**src/inc/lcdst_regs.svh**
```systemverilog
/*
 holds register indices, field positions, reset values and counts of the
 display scan-timing block; assumes inclusion by bare name before the package.
*/
// Functional notes
// - lcd mode: clock choice 0 takes rtc, 1 takes slow internal oscillator
// - led modes ignore clock choice and run from the system clock
// - mode 00 off, 01 lcd, 10 led external drive, 11 led direct drive
// - lcd pixel rate is oscillator over divider plus one
// - led pixel rate is system clock over 256 over divider plus one
// - divider bits 7:0 from low register, 11:8 from high register nibble
// - pin selects for commons 7,6,5,4: 1 common, 0 segments 28,29,30,31
// - blanking forces all common and segment outputs off while scan timing keeps running
// - frame flag set by hardware at end of each complete scan
// - writing 0 clears frame flag at next display clock edge
// - frame interrupt enable gates flag onto the interrupt request
// - lcd and led external: frame is one pixel period per common phase
// - led direct: frame is pixel period times active digit count
// - lcd mode keeps scanning while the chip is stopped or asleep
// - duty static through 1/8, bias 1/2, 1/3 or 1/4 selectable
// - array up to 8 commons by 28 segments, or 4 commons by 32 segments
// - brightness level field, its top bit in the high divider register
// - slow divider allows frame rates down to 1 hz
// - duty code 0000 static, 0001..0111 for 1/2..1/8
// - direct drive digits equal digit field plus one, from segment 0
`ifndef LCDST_REGS_SVH
`define LCDST_REGS_SVH

`define LCDST_IDX_DIV_LO 16'ha120
`define LCDST_IDX_DIV_HI 16'ha121
`define LCDST_IDX_CFG_A 16'ha122
`define LCDST_IDX_CFG_B 16'ha123

`define LCDST_RST_DIV_LO 8'h00
`define LCDST_RST_DIV_HI 8'h00
`define LCDST_RST_CFG_A 8'h00
`define LCDST_RST_CFG_B 8'h00

// high divider register
`define LCDST_HI_CLK_CHOICE 7
`define LCDST_HI_MODE_LSB 5
`define LCDST_HI_BRT2 4
// config a
`define LCDST_A_PIN_SEL_LSB 4
`define LCDST_A_BLANK 3
`define LCDST_A_IRQ_EN 1
`define LCDST_A_FLAG 0
// config b
`define LCDST_B_BIAS_LSB 6
`define LCDST_B_BRT_LSB 4

`define LCDST_LED_PRESCALE 256
`define LCDST_MAX_DUTY_CODE 4'h7

`define LCDST_RESP_OKAY 2'h0
`define LCDST_RESP_SLVERR 2'h2

`endif

```
**src/inc/lcdst_pkg.sv**
```systemverilog
/*
 types of the display scan-timing block; assumes lcdst_regs.svh is on the
 include path.
*/
package lcdst_pkg;
    typedef enum logic [1:0] {
        LCDST_MODE_OFF = 2'h0,
        LCDST_MODE_LCD = 2'h1,
        LCDST_MODE_LED_EXT = 2'h2,
        LCDST_MODE_LED_DIR = 2'h3
    } lcdst_mode_t;

    typedef struct packed {
        logic [1:0] bias;
        logic [2:0] brightness;
        logic [3:0] duty_or_digits;
        logic display_blank;
        logic frame_irq_enable;
        logic [3:0] pin_select;
        logic display_clock_choice;
        lcdst_mode_t mode;
        logic [11:0] pixel_divider_full;
    } lcdst_cfg_t;
endpackage

```
**src/design/lcdst_top.sv**
```systemverilog
/*
 scan-timing core of a segment display controller with an axi4-lite register
 slave. assumes rtc_tick and slow_internal_osc_tick are one-cycle strobes synchronous to
 aclk, one per oscillator rising edge, and seg_pattern is the segment data for
 the phase shown on scan_phase.
*/
`include "lcdst_regs.svh"

module lcdst_top import lcdst_pkg::*; #(
    parameter int ADDR_W = 20,
    parameter int SEG_N = 32,
    parameter int COM_N = 8,
    parameter int DIV_W = 12,
    parameter int PRE_W = 8
) (
    // clock, reset, enable
    input wire logic aclk,
    input wire logic aresetn,
    input wire logic clk_en,
    // axi4-lite write address
    input wire logic s_axi_awvalid,
    output logic s_axi_awready,
    input wire logic [ADDR_W-1:0] s_axi_awaddr,
    input wire logic [2:0] s_axi_awprot,
    // axi4-lite write data
    input wire logic s_axi_wvalid,
    output logic s_axi_wready,
    input wire logic [31:0] s_axi_wdata,
    input wire logic [3:0] s_axi_wstrb,
    // axi4-lite write response
    output logic s_axi_bvalid,
    input wire logic s_axi_bready,
    output logic [1:0] s_axi_bresp,
    // axi4-lite read
    input wire logic s_axi_arvalid,
    output logic s_axi_arready,
    input wire logic [ADDR_W-1:0] s_axi_araddr,
    input wire logic [2:0] s_axi_arprot,
    output logic s_axi_rvalid,
    input wire logic s_axi_rready,
    output logic [31:0] s_axi_rdata,
    output logic [1:0] s_axi_rresp,
    // oscillator strobes and power state
    input wire logic rtc_tick,
    input wire logic slow_internal_osc_tick,
    input wire logic low_power_stop,
    // display data
    input wire logic [SEG_N-1:0] seg_pattern,
    output logic [3:0] scan_phase,
    // panel drive
    output logic [COM_N-1:0] com_out,
    output logic [SEG_N-1:0] seg_out,
    output logic [3:0] shared_is_common,
    output logic [1:0] bias_select,
    output logic [2:0] brightness_level,
    // processor
    output logic frame_irq
);

    localparam logic [PRE_W-1:0] PRE_LAST = PRE_W'(`LCDST_LED_PRESCALE - 1);

    // register state
    logic [7:0] div_lo_q;
    logic [7:0] div_hi_q;
    logic [7:0] cfg_a_q;
    logic [7:0] cfg_b_q;
    logic frame_flag_q;
    logic clr_pend_q;
    lcdst_cfg_t cfg;

    // bus state
    logic aw_hold_q;
    logic [ADDR_W-1:0] awaddr_q;
    logic w_hold_q;
    logic [7:0] wbyte_q;
    logic wlane_q;
    logic awready_q;
    logic wready_q;
    logic bvalid_q;
    logic [1:0] bresp_q;
    logic arready_q;
    logic rvalid_q;
    logic [31:0] rdata_q;
    logic [1:0] rresp_q;

    // scan state
    logic [PRE_W-1:0] pre_cnt_q;
    logic [DIV_W-1:0] div_cnt_q;
    logic [3:0] phase_q;
    logic [COM_N-1:0] com_q;
    logic [SEG_N-1:0] seg_q;
    logic [COM_N-1:0] com_d;
    logic [SEG_N-1:0] seg_d;
    logic irq_q;

    logic do_write;
    logic [3:0] wsel;
    logic [3:0] rsel;
    logic disp_tick;
    logic div_src;
    logic pix_tick;
    logic [3:0] phase_last;
    logic frame_end;
    logic [COM_N-1:0] com_keep;
    logic [SEG_N-1:0] seg_keep;

    // one-hot select of the four registers, zero when unmapped
    function automatic logic [3:0] decode(input logic [ADDR_W-1:0] addr);
        logic [ADDR_W-3:0] idx;
        idx = addr[ADDR_W-1:2];
        decode = 4'h0;
        if (idx == (ADDR_W-2)'(`LCDST_IDX_DIV_LO)) decode = 4'h1;
        if (idx == (ADDR_W-2)'(`LCDST_IDX_DIV_HI)) decode = 4'h2;
        if (idx == (ADDR_W-2)'(`LCDST_IDX_CFG_A)) decode = 4'h4;
        if (idx == (ADDR_W-2)'(`LCDST_IDX_CFG_B)) decode = 4'h8;
    endfunction

    assign cfg.pixel_divider_full = {div_hi_q[3:0], div_lo_q};
    assign cfg.mode = lcdst_mode_t'(div_hi_q[`LCDST_HI_MODE_LSB +: 2]);
    assign cfg.display_clock_choice = div_hi_q[`LCDST_HI_CLK_CHOICE];
    assign cfg.pin_select = cfg_a_q[`LCDST_A_PIN_SEL_LSB +: 4];
    assign cfg.display_blank = cfg_a_q[`LCDST_A_BLANK];
    assign cfg.frame_irq_enable = cfg_a_q[`LCDST_A_IRQ_EN];
    assign cfg.duty_or_digits = cfg_b_q[3:0];
    assign cfg.brightness = {div_hi_q[`LCDST_HI_BRT2], cfg_b_q[`LCDST_B_BRT_LSB +: 2]};
    assign cfg.bias = cfg_b_q[`LCDST_B_BIAS_LSB +: 2];

    assign do_write = aw_hold_q && w_hold_q && !bvalid_q;
    assign wsel = decode(awaddr_q);
    assign rsel = decode(s_axi_araddr);

    // write address and data channels, taken in either order
    always_ff @(posedge aclk) begin
        if (!aresetn) begin
            aw_hold_q <= 1'b0;
            awready_q <= 1'b1;
            awaddr_q <= '0;
        end else if (clk_en) begin
            if (s_axi_awvalid && awready_q) begin
                aw_hold_q <= 1'b1;
                awready_q <= 1'b0;
                awaddr_q <= s_axi_awaddr;
            end else if (do_write) begin
                aw_hold_q <= 1'b0;
            end else if (bvalid_q && s_axi_bready) begin
                awready_q <= 1'b1;
            end
        end
    end

    always_ff @(posedge aclk) begin
        if (!aresetn) begin
            w_hold_q <= 1'b0;
            wready_q <= 1'b1;
            wbyte_q <= 8'h00;
            wlane_q <= 1'b0;
        end else if (clk_en) begin
            if (s_axi_wvalid && wready_q) begin
                w_hold_q <= 1'b1;
                wready_q <= 1'b0;
                wbyte_q <= s_axi_wdata[7:0];
                wlane_q <= s_axi_wstrb[0];
            end else if (do_write) begin
                w_hold_q <= 1'b0;
            end else if (bvalid_q && s_axi_bready) begin
                wready_q <= 1'b1;
            end
        end
    end

    // write response
    always_ff @(posedge aclk) begin
        if (!aresetn) begin
            bvalid_q <= 1'b0;
            bresp_q <= `LCDST_RESP_OKAY;
        end else if (clk_en) begin
            if (do_write) begin
                bvalid_q <= 1'b1;
                bresp_q <= (wsel == 4'h0) ? `LCDST_RESP_SLVERR : `LCDST_RESP_OKAY;
            end else if (bvalid_q && s_axi_bready) begin
                bvalid_q <= 1'b0;
            end
        end
    end

    // register writes; only byte lane 0 carries data
    always_ff @(posedge aclk) begin
        if (!aresetn) begin
            div_lo_q <= `LCDST_RST_DIV_LO;
            div_hi_q <= `LCDST_RST_DIV_HI;
            cfg_a_q <= `LCDST_RST_CFG_A;
            cfg_b_q <= `LCDST_RST_CFG_B;
        end else if (clk_en && do_write && wlane_q) begin
            if (wsel[0]) div_lo_q <= wbyte_q;
            if (wsel[1]) div_hi_q <= wbyte_q;
            if (wsel[2]) cfg_a_q <= {wbyte_q[7:3], 1'b0, wbyte_q[1], 1'b0};
            if (wsel[3]) cfg_b_q <= wbyte_q;
        end
    end

    // read channel, answered one cycle after the address is taken
    always_ff @(posedge aclk) begin
        if (!aresetn) begin
            arready_q <= 1'b1;
            rvalid_q <= 1'b0;
            rdata_q <= 32'h0000_0000;
            rresp_q <= `LCDST_RESP_OKAY;
        end else if (clk_en) begin
            if (s_axi_arvalid && arready_q) begin
                arready_q <= 1'b0;
                rvalid_q <= 1'b1;
                rresp_q <= (rsel == 4'h0) ? `LCDST_RESP_SLVERR : `LCDST_RESP_OKAY;
                unique case (1'b1)
                    rsel[0]: rdata_q <= {24'h000000, div_lo_q};
                    rsel[1]: rdata_q <= {24'h000000, div_hi_q};
                    rsel[2]: rdata_q <= {24'h000000, cfg_a_q[7:1], frame_flag_q};
                    rsel[3]: rdata_q <= {24'h000000, cfg_b_q};
                    default: rdata_q <= 32'h0000_0000;
                endcase
            end else if (rvalid_q && s_axi_rready) begin
                rvalid_q <= 1'b0;
                arready_q <= 1'b1;
            end
        end
    end

    // display clock: oscillator strobes in lcd, every system cycle in led unless low_power_stop
    always_comb begin
        disp_tick = 1'b0;
        unique case (cfg.mode)
            LCDST_MODE_LCD: disp_tick = cfg.display_clock_choice ? slow_internal_osc_tick : rtc_tick;
            LCDST_MODE_LED_EXT, LCDST_MODE_LED_DIR: disp_tick = !low_power_stop;
            LCDST_MODE_OFF: disp_tick = 1'b0;
        endcase
    end

    // fixed 256 prescale feeds the divider in led modes only
    always_ff @(posedge aclk) begin
        if (!aresetn) begin
            pre_cnt_q <= '0;
        end else if (clk_en) begin
            if (cfg.mode == LCDST_MODE_LCD || cfg.mode == LCDST_MODE_OFF) begin
                pre_cnt_q <= '0;
            end else if (disp_tick) begin
                pre_cnt_q <= pre_cnt_q + 1'b1;
            end
        end
    end

    assign div_src = (cfg.mode == LCDST_MODE_LCD) ? disp_tick
                   : (disp_tick && pre_cnt_q == PRE_LAST);
    // >= so that a divider lowered mid-count cannot overrun a full wrap
    assign pix_tick = div_src && (div_cnt_q >= cfg.pixel_divider_full);

    always_ff @(posedge aclk) begin
        if (!aresetn) begin
            div_cnt_q <= '0;
        end else if (clk_en) begin
            if (cfg.mode == LCDST_MODE_OFF || pix_tick) begin
                div_cnt_q <= '0;
            end else if (div_src) begin
                div_cnt_q <= div_cnt_q + 1'b1;
            end
        end
    end

    // phases per frame: commons of the duty, or active digits
    always_comb begin
        phase_last = 4'h0;
        unique case (cfg.mode)
            LCDST_MODE_LED_DIR: phase_last = cfg.duty_or_digits;
            LCDST_MODE_LCD, LCDST_MODE_LED_EXT: begin
                // reserved duty codes above 1/8 clamp to 1/8
                if (cfg.duty_or_digits > `LCDST_MAX_DUTY_CODE) begin
                    phase_last = `LCDST_MAX_DUTY_CODE;
                end else begin
                    phase_last = cfg.duty_or_digits;
                end
            end
            LCDST_MODE_OFF: phase_last = 4'h0;
        endcase
    end

    assign frame_end = pix_tick && (phase_q >= phase_last);

    always_ff @(posedge aclk) begin
        if (!aresetn) begin
            phase_q <= 4'h0;
        end else if (clk_en) begin
            if (cfg.mode == LCDST_MODE_OFF || frame_end) begin
                phase_q <= 4'h0;
            end else if (pix_tick) begin
                phase_q <= phase_q + 1'b1;
            end
        end
    end

    // frame flag; a frame end in the clearing tick wins over the clear
    always_ff @(posedge aclk) begin
        if (!aresetn) begin
            frame_flag_q <= 1'b0;
        end else if (clk_en && disp_tick) begin
            if (frame_end) begin
                frame_flag_q <= 1'b1;
            end else if (clr_pend_q) begin
                frame_flag_q <= 1'b0;
            end
        end
    end

    // a clear waits for the display clock; held while the mode is off
    always_ff @(posedge aclk) begin
        if (!aresetn) begin
            clr_pend_q <= 1'b0;
        end else if (clk_en) begin
            if (do_write && wlane_q && wsel[2] && !wbyte_q[`LCDST_A_FLAG]) begin
                clr_pend_q <= 1'b1;
            end else if (disp_tick) begin
                clr_pend_q <= 1'b0;
            end
        end
    end

    always_ff @(posedge aclk) begin
        if (!aresetn) begin
            irq_q <= 1'b0;
        end else if (clk_en) begin
            irq_q <= frame_flag_q && cfg.frame_irq_enable;
        end
    end

    // shared pins: common 7-k against segment 28+k
    genvar k;
    generate
        for (k = 0; k < 4; k++) begin : g_shared
            assign com_keep[COM_N-1-k] = cfg.pin_select[3-k];
            assign seg_keep[28+k] = !cfg.pin_select[3-k];
        end
    endgenerate
    assign com_keep[COM_N-5:0] = '1;
    assign seg_keep[27:0] = '1;

    always_comb begin
        com_d = '0;
        seg_d = '0;
        unique case (cfg.mode)
            LCDST_MODE_LCD, LCDST_MODE_LED_EXT: begin
                com_d[phase_q[2:0]] = 1'b1;
                seg_d = seg_pattern;
            end
            LCDST_MODE_LED_DIR: begin
                seg_d[phase_q] = 1'b1;
                com_d = seg_pattern[COM_N-1:0];
            end
            LCDST_MODE_OFF: begin
                com_d = '0;
                seg_d = '0;
            end
        endcase
        if (cfg.display_blank) begin
            com_d = '0;
            seg_d = '0;
        end
    end

    always_ff @(posedge aclk) begin
        if (!aresetn) begin
            com_q <= '0;
            seg_q <= '0;
        end else if (clk_en) begin
            com_q <= com_d & com_keep;
            seg_q <= seg_d & seg_keep;
        end
    end

    assign s_axi_awready = awready_q;
    assign s_axi_wready = wready_q;
    assign s_axi_bvalid = bvalid_q;
    assign s_axi_bresp = bresp_q;
    assign s_axi_arready = arready_q;
    assign s_axi_rvalid = rvalid_q;
    assign s_axi_rdata = rdata_q;
    assign s_axi_rresp = rresp_q;
    assign scan_phase = phase_q;
    assign com_out = com_q;
    assign seg_out = seg_q;
    assign shared_is_common = cfg_a_q[`LCDST_A_PIN_SEL_LSB +: 4];
    assign bias_select = cfg.bias;
    assign brightness_level = cfg.brightness;
    assign frame_irq = irq_q;

endmodule

```
**config.mk**
```make
export PLATFORM = sky130hd
export DESIGN_NAME = lcdst_top
export DESIGN_NICKNAME = d
export VERILOG_FILES = /design/src/inc/lcdst_pkg.sv /design/src/design/lcdst_top.sv
export VERILOG_INCLUDE_DIRS = /design/src /design/src/inc
export SDC_FILE = /design/constraint.sdc
export NUM_CORES = 1
export LEC_CHECK = 0
export ABC_AREA = 1
export BUFFER_PORTS_ARGS = -buffer_cell sky130_fd_sc_hd__buf_2
export CORE_UTILIZATION = 35
export DETAILED_ROUTE_END_ITERATION = 12
export PLACE_DENSITY = 0.6
export SYNTH_ARGS = -nofsm -noshare
export SYNTH_HDL_FRONTEND = slang
export SYNTH_SLANG_ARGS = --single-unit
```
**constraint.sdc**
```tcl
create_clock -name aclk -period 2.62 [get_ports aclk]
set_input_delay 0.262 -clock aclk [delete_from_list [all_inputs] [get_ports aclk]]
set_output_delay 0.262 -clock aclk [all_outputs]
set_load 0.1 [all_outputs]
```
# Word-level counts from Yosys, hierarchy flattened
# Index checks and enable logic that the tools add are counted.
# op_classes
add_sub_neg,3
order_cmp,7
n_eq_ne,14
n_mux,47
n_bitwise,2
n_reduce_logical,64
# ops
operator,count
18-bit by 16-bit == test with 1-bit output (second input constant),8
32-bit case mux with 3 select lines,1
2-bit AND reduction,17
32-bit AND,1
32-bit two-way mux,1
8-bit case mux with 4 select lines,1
4-bit two-way mux,7
12-bit two-way mux,2
8-bit two-way mux,3
8-bit case mux with 3 select lines,1
1-bit two-way mux,23
2-bit nonzero test,11
1-bit logical AND,19
12-bit by 1-bit adder with 12-bit output (second input constant),1
12-bit >= comparator,1
4-bit case mux with 3 select lines,1
8-bit by 1-bit adder with 8-bit output (second input constant),1
8-bit AND,1
8-bit == test (second input constant),1
4-bit logical NOT,2
1-bit logical NOT,7
4-bit by 6-bit less-than comparator with 1-bit output (second input constant),1
2-bit two-way mux,3
3-bit AND reduction,2
16 further kinds,21
# word_totals
ff_bits,169
input_bits,125
out_inout_bits,95
word_cells,162

# Longest topological paths before layout
# depth
ltp_word,10
ltp_mapped,15
ltp_nobuf,15

# Worst setup path before layout
# OpenSTA, ideal clock, no wires.
# synth_path
path_type,register to register
start,register div_hi_q[5]
end,register frame_flag_q
setup_time_ns,0.070
arrival_time_ns,2.323
required_time_ns,2.550
setup_slack_ns,0.227
path_stages_with_launch,14
n_path_buf,2
period_less_slack_ns,2.393
path_cell_list,dfxtp_1 > inv_1 > ha_1 > buf_2 > clkbuf_1 > o22ai_1 > ha_1 > inv_1 > nor2_1 > o211ai_1 > nand3_1 > nand3_1 > or2_2 > a21oi_1
# synth_between
elab_chain_len,9
word_cells_on_any_way,17
classes_between,1 x order compare; 3 x eq/ne; 4 x mux; 9 x reduce/logical
# synth_rtl
element,line,source
from (decl),lcdst_top.sv:64,logic [7:0] div_hi_q;
from (signal assigned),lcdst_top.sv:190,div_hi_q <= `LCDST_RST_DIV_HI;
from (signal assigned),lcdst_top.sv:195,if (wsel[1]) div_hi_q <= wbyte_q;
"parallel branches: the longest is 9 deep, another holds 4-bit >= comparator",n/a,
to (signal assigned),lcdst_top.sv:301,frame_flag_q <= 1'b0;
to (signal assigned),lcdst_top.sv:304,frame_flag_q <= 1'b1;
to (signal assigned),lcdst_top.sv:306,frame_flag_q <= 1'b0;
to (decl),lcdst_top.sv:67,logic frame_flag_q;
# Parallel ways; which one is timed is not known.
# A chain may end at the register's enable or synchronous reset.

# Worst setup path after layout
# Same ends and word-level chain as after synthesis.

==> flow_summary.toml <==
[synthesis]
average_cell_area_after_synthesis_sq_um = 7.310
netlist_top_cells_count = "nand2_1, dfxtp_1, inv_1"
synthMuxAreaShare_pct = 0
synth-edff-count = 0
synth_area_leader_cell = "dfxtp_1"
synth_sequential_area_ratio_pct = 39.44
netlist.area_leader.share_pct = 39.44
largest_family_of_logic_cells_by_synthesized_area = "simple AND/OR/NAND/NOR gates"
syn-instance-count = 979
async_flop_share_pct = 0
ys_ff_latch = 141
xor_xnor_share_of_the_synthesized_area_pct = 0.7343
synthDistinctLibCells = 45
synth_ff_type = "dfxtp_1"
synth.cell_area_sq_mm = 0.007157
most_frequent_cell_after_synthesis = "nand2_1"
synthTopCellsByArea = "dfxtp_1, nand2_1, a21oi_1, o21ai_0, inv_1"
synthSimpleGateAreaFrac_pct = 24.84
ys_warn_count = 0
synth-compound-area-share_pct = 17.40
synthAdderAreaFrac_pct = 4.720

[setup_path]
worst_ep_arrival_ns = 2.54
timing.setup.critical_path_class = "reg2reg"
timing.critical_path.max_delay_family = "adder cells"
required_ns = 2.96
timing.critical_path.slowest_stage_cell = "dfxtp_1"
critPathBufInv = 1
critical_path.cell_chain = "inv_1, ha_1, o22a_1, ha_1, nand4_1, nand3_1, nand3_1, or2_2, a21oi_1"
critical_path.max_stage_delay_ns = 0.44
timing.critical_path.to_type = "flop"
startpoint_type = "flop"
rrSetupSlack_ns = 0.42
worstPathMaxFanout = 5

[cts]
cts.repair_timing.setup_buffer_count = 0
clock_sink_count = 141
clk_transition_reported_paths_ns = 0.06
ctsRootBufferMaster = "clkbuf_16"
cts_stage_hold_buffer_count = 0
ctsResizeCount = 0
clk_path_buf_depth = 2
cts.htree.levels = 4
cts_inserted_buffers = 17
cts_tree = "done"
clkLatencyLatePin_ns = 0.42

[place]
place.gp.congestion = 0.8815
placement.setup.worst_slack_ns = 0.4255
placement.io_buffers = 156
placedCellCount = 1364
hpwlAfterDp_microns = 14150

[timing]
report.final.hold_viol_count = 0
worst-slew-pin-transition_ns = 0.7252
rsz0062_at_grt = "false"
finalSetupViolCount = 0
max_slew_margin_pct = 51.66
worst_setup_skew_after_layout_ns = 0.008588
finalSetupTns_ns = 0
hold_slack_final_ns = 0.09046
clock.fmax_mhz = 455.0
fin_crit_ns = 2.198
timing.final.max_slew_violations = 0
fin_ws_ns = 0.4222
final.period_utilization_pct = 83.89

[floorplan]
area_of_the_placeable_core_sq_mm = 0.01978
ios = 220
fp.dieW_microns = 145.0
die_area_sq_mm = 0.02102
placementRows = 51
initial_utilization_pct = 36.18
die_height_microns = 145.0

[layout]
synthToLayoutAreaGrowth_pct = 20.33
layout.nets = 1270
fraction_of_layout_instances_using_a_drive_strength_above_1_pct = 21.13
antenna_cells_inserted = 0
final-instance-count-excl-fill = 1396

[min_path]
worstHoldPathType = "in2reg"

[route]
ant_nets = 0
avg_wl_per_cell_microns = 13.69
detail_route.vias_per_cell = 4.765
detailedRoute.firstIterationViolations = 362
iteration_count_of_the_initial_detailed_routing_pass = 5
vias = 6652
drc = 0
routed_wirelength_microns = 19110

[global_route]
antenna_found_initial = 0
grt_overflow = 0
grt_pass1_wl_microns = 31240
first_global_vias = 6089
groute.usage.overall_pct = 18.56
grt_start_max_net_pins = 61

[power_and_ir_drop]
max_ir_drop_vdd_v = 0.0004262
power.density_cell_area_mw_per_mm2 = 602.7
p_leak_nw = 3.744

[flow_run]
max_cap_viol_count = 0

[run_status]
status = "completed"
routing by layer:
metal	share of wire, %	vias to the layer above	GRT usage, %
li1	-	3469	-
met1	47	2976	23.98
met2	47	183	30.87
met3	4.5	24	3.585
met4	1.7	0	6.064
met5	0	-	0
worst reg2reg max path, delay by kind of cell (launching register included):
kind,cells,cell delay (ns)
adders and majority gates,2,0.63
and+or+nand+nor,4,0.58
AOI/OAI and AO/OA,2,0.35
DFF,1,0.44
buffers and inverters,1,0.12
cells by family (layout without fill, tap and decap cells):
| logic type | after synthesis | after routing |
|---|---|---|
| buffers and inverters | 197 | 324 |
| adder cells (fa/ha/maj) | 27 | 27 |
| flip-flops | 141 | 141 |
| AO/OA/AOI/OAI | 230 | 230 |
| other | 1 | 26 |
| AND/OR/NAND/NOR | 377 | 377 |
| XOR/XNOR | 6 | 6 |
final timing paths:
kind	from	to	cells past startpoint
worst max register to register	div_hi_q[5]	frame_flag_q	9
worst min-delay path	seg_pattern[22]	seg_out[22]	3
worst min register to register	awaddr_q[4]	awaddr_q[4]	2
worst max-delay path	div_hi_q[5]	frame_flag_q	9
cell type report:
type / instances / area, sq um
clock buffers: 23 / 467.9
clock inverters: 9 / 135.1
fillers: 2066 / 11170
inverters: 123 / 465.4
multi-input cells: 666 / 3511
flip-flops and latches: 141 / 2823
well taps: 265 / 331.6
repair buffers: 169 / 878.3
report_power, final:
| part | internal (mW) | switching (mW) |
|---|---|---|
| Clock | 1.55 | 0.925 |
| Sequential | 2.18 | 0.0237 |
| Combinational | 0.105 | 0.402 |
metrics by stage:
stage	cell area [sq um]	power, mW	utilization, %
after floorplan	7251	2.662	-
after global placement	8009	2.760	40.49
after detailed placement	8009	2.762	40.49
after CTS	8612	5.240	43.54
after global routing	8612	5.389	43.54
final	8612	5.190	43.54
sequential cells by signal (all words and copies together), names as in the netlist, 4 cells and up:
name         flops
awaddr_q        18
seg_out         32
s_axi_rdata      8
pre_cnt_q        8
div_cnt_q       12
div_hi_q         8
div_lo_q         8
scan_phase       4
cfg_a_q          6
cfg_b_q          8
wbyte_q          8
com_out          8
placed cells by master (no fill, tap or decap), drive strengths merged:
cell type / instances
nand2: 181
buf: 169
dfxtp: 141
inv: 121
a21oi: 102
o21ai: 97
nor2: 94
nand4: 42
nand3: 40
ha: 27
conb: 26
clkbuf: 23
nor3: 11
a22oi: 8
nand3b: 6
a211oi: 6
xor2: 5
clkinv: 5
o22ai: 4
a32oi: 4
o211ai: 4
clkinvlp: 3
bufinv: 3
a31oi: 2
o2111ai: 2
o22a: 1
and2: 1
nor4: 1
or2: 1
xnor2: 1
(Power assumes the default switching activity.)
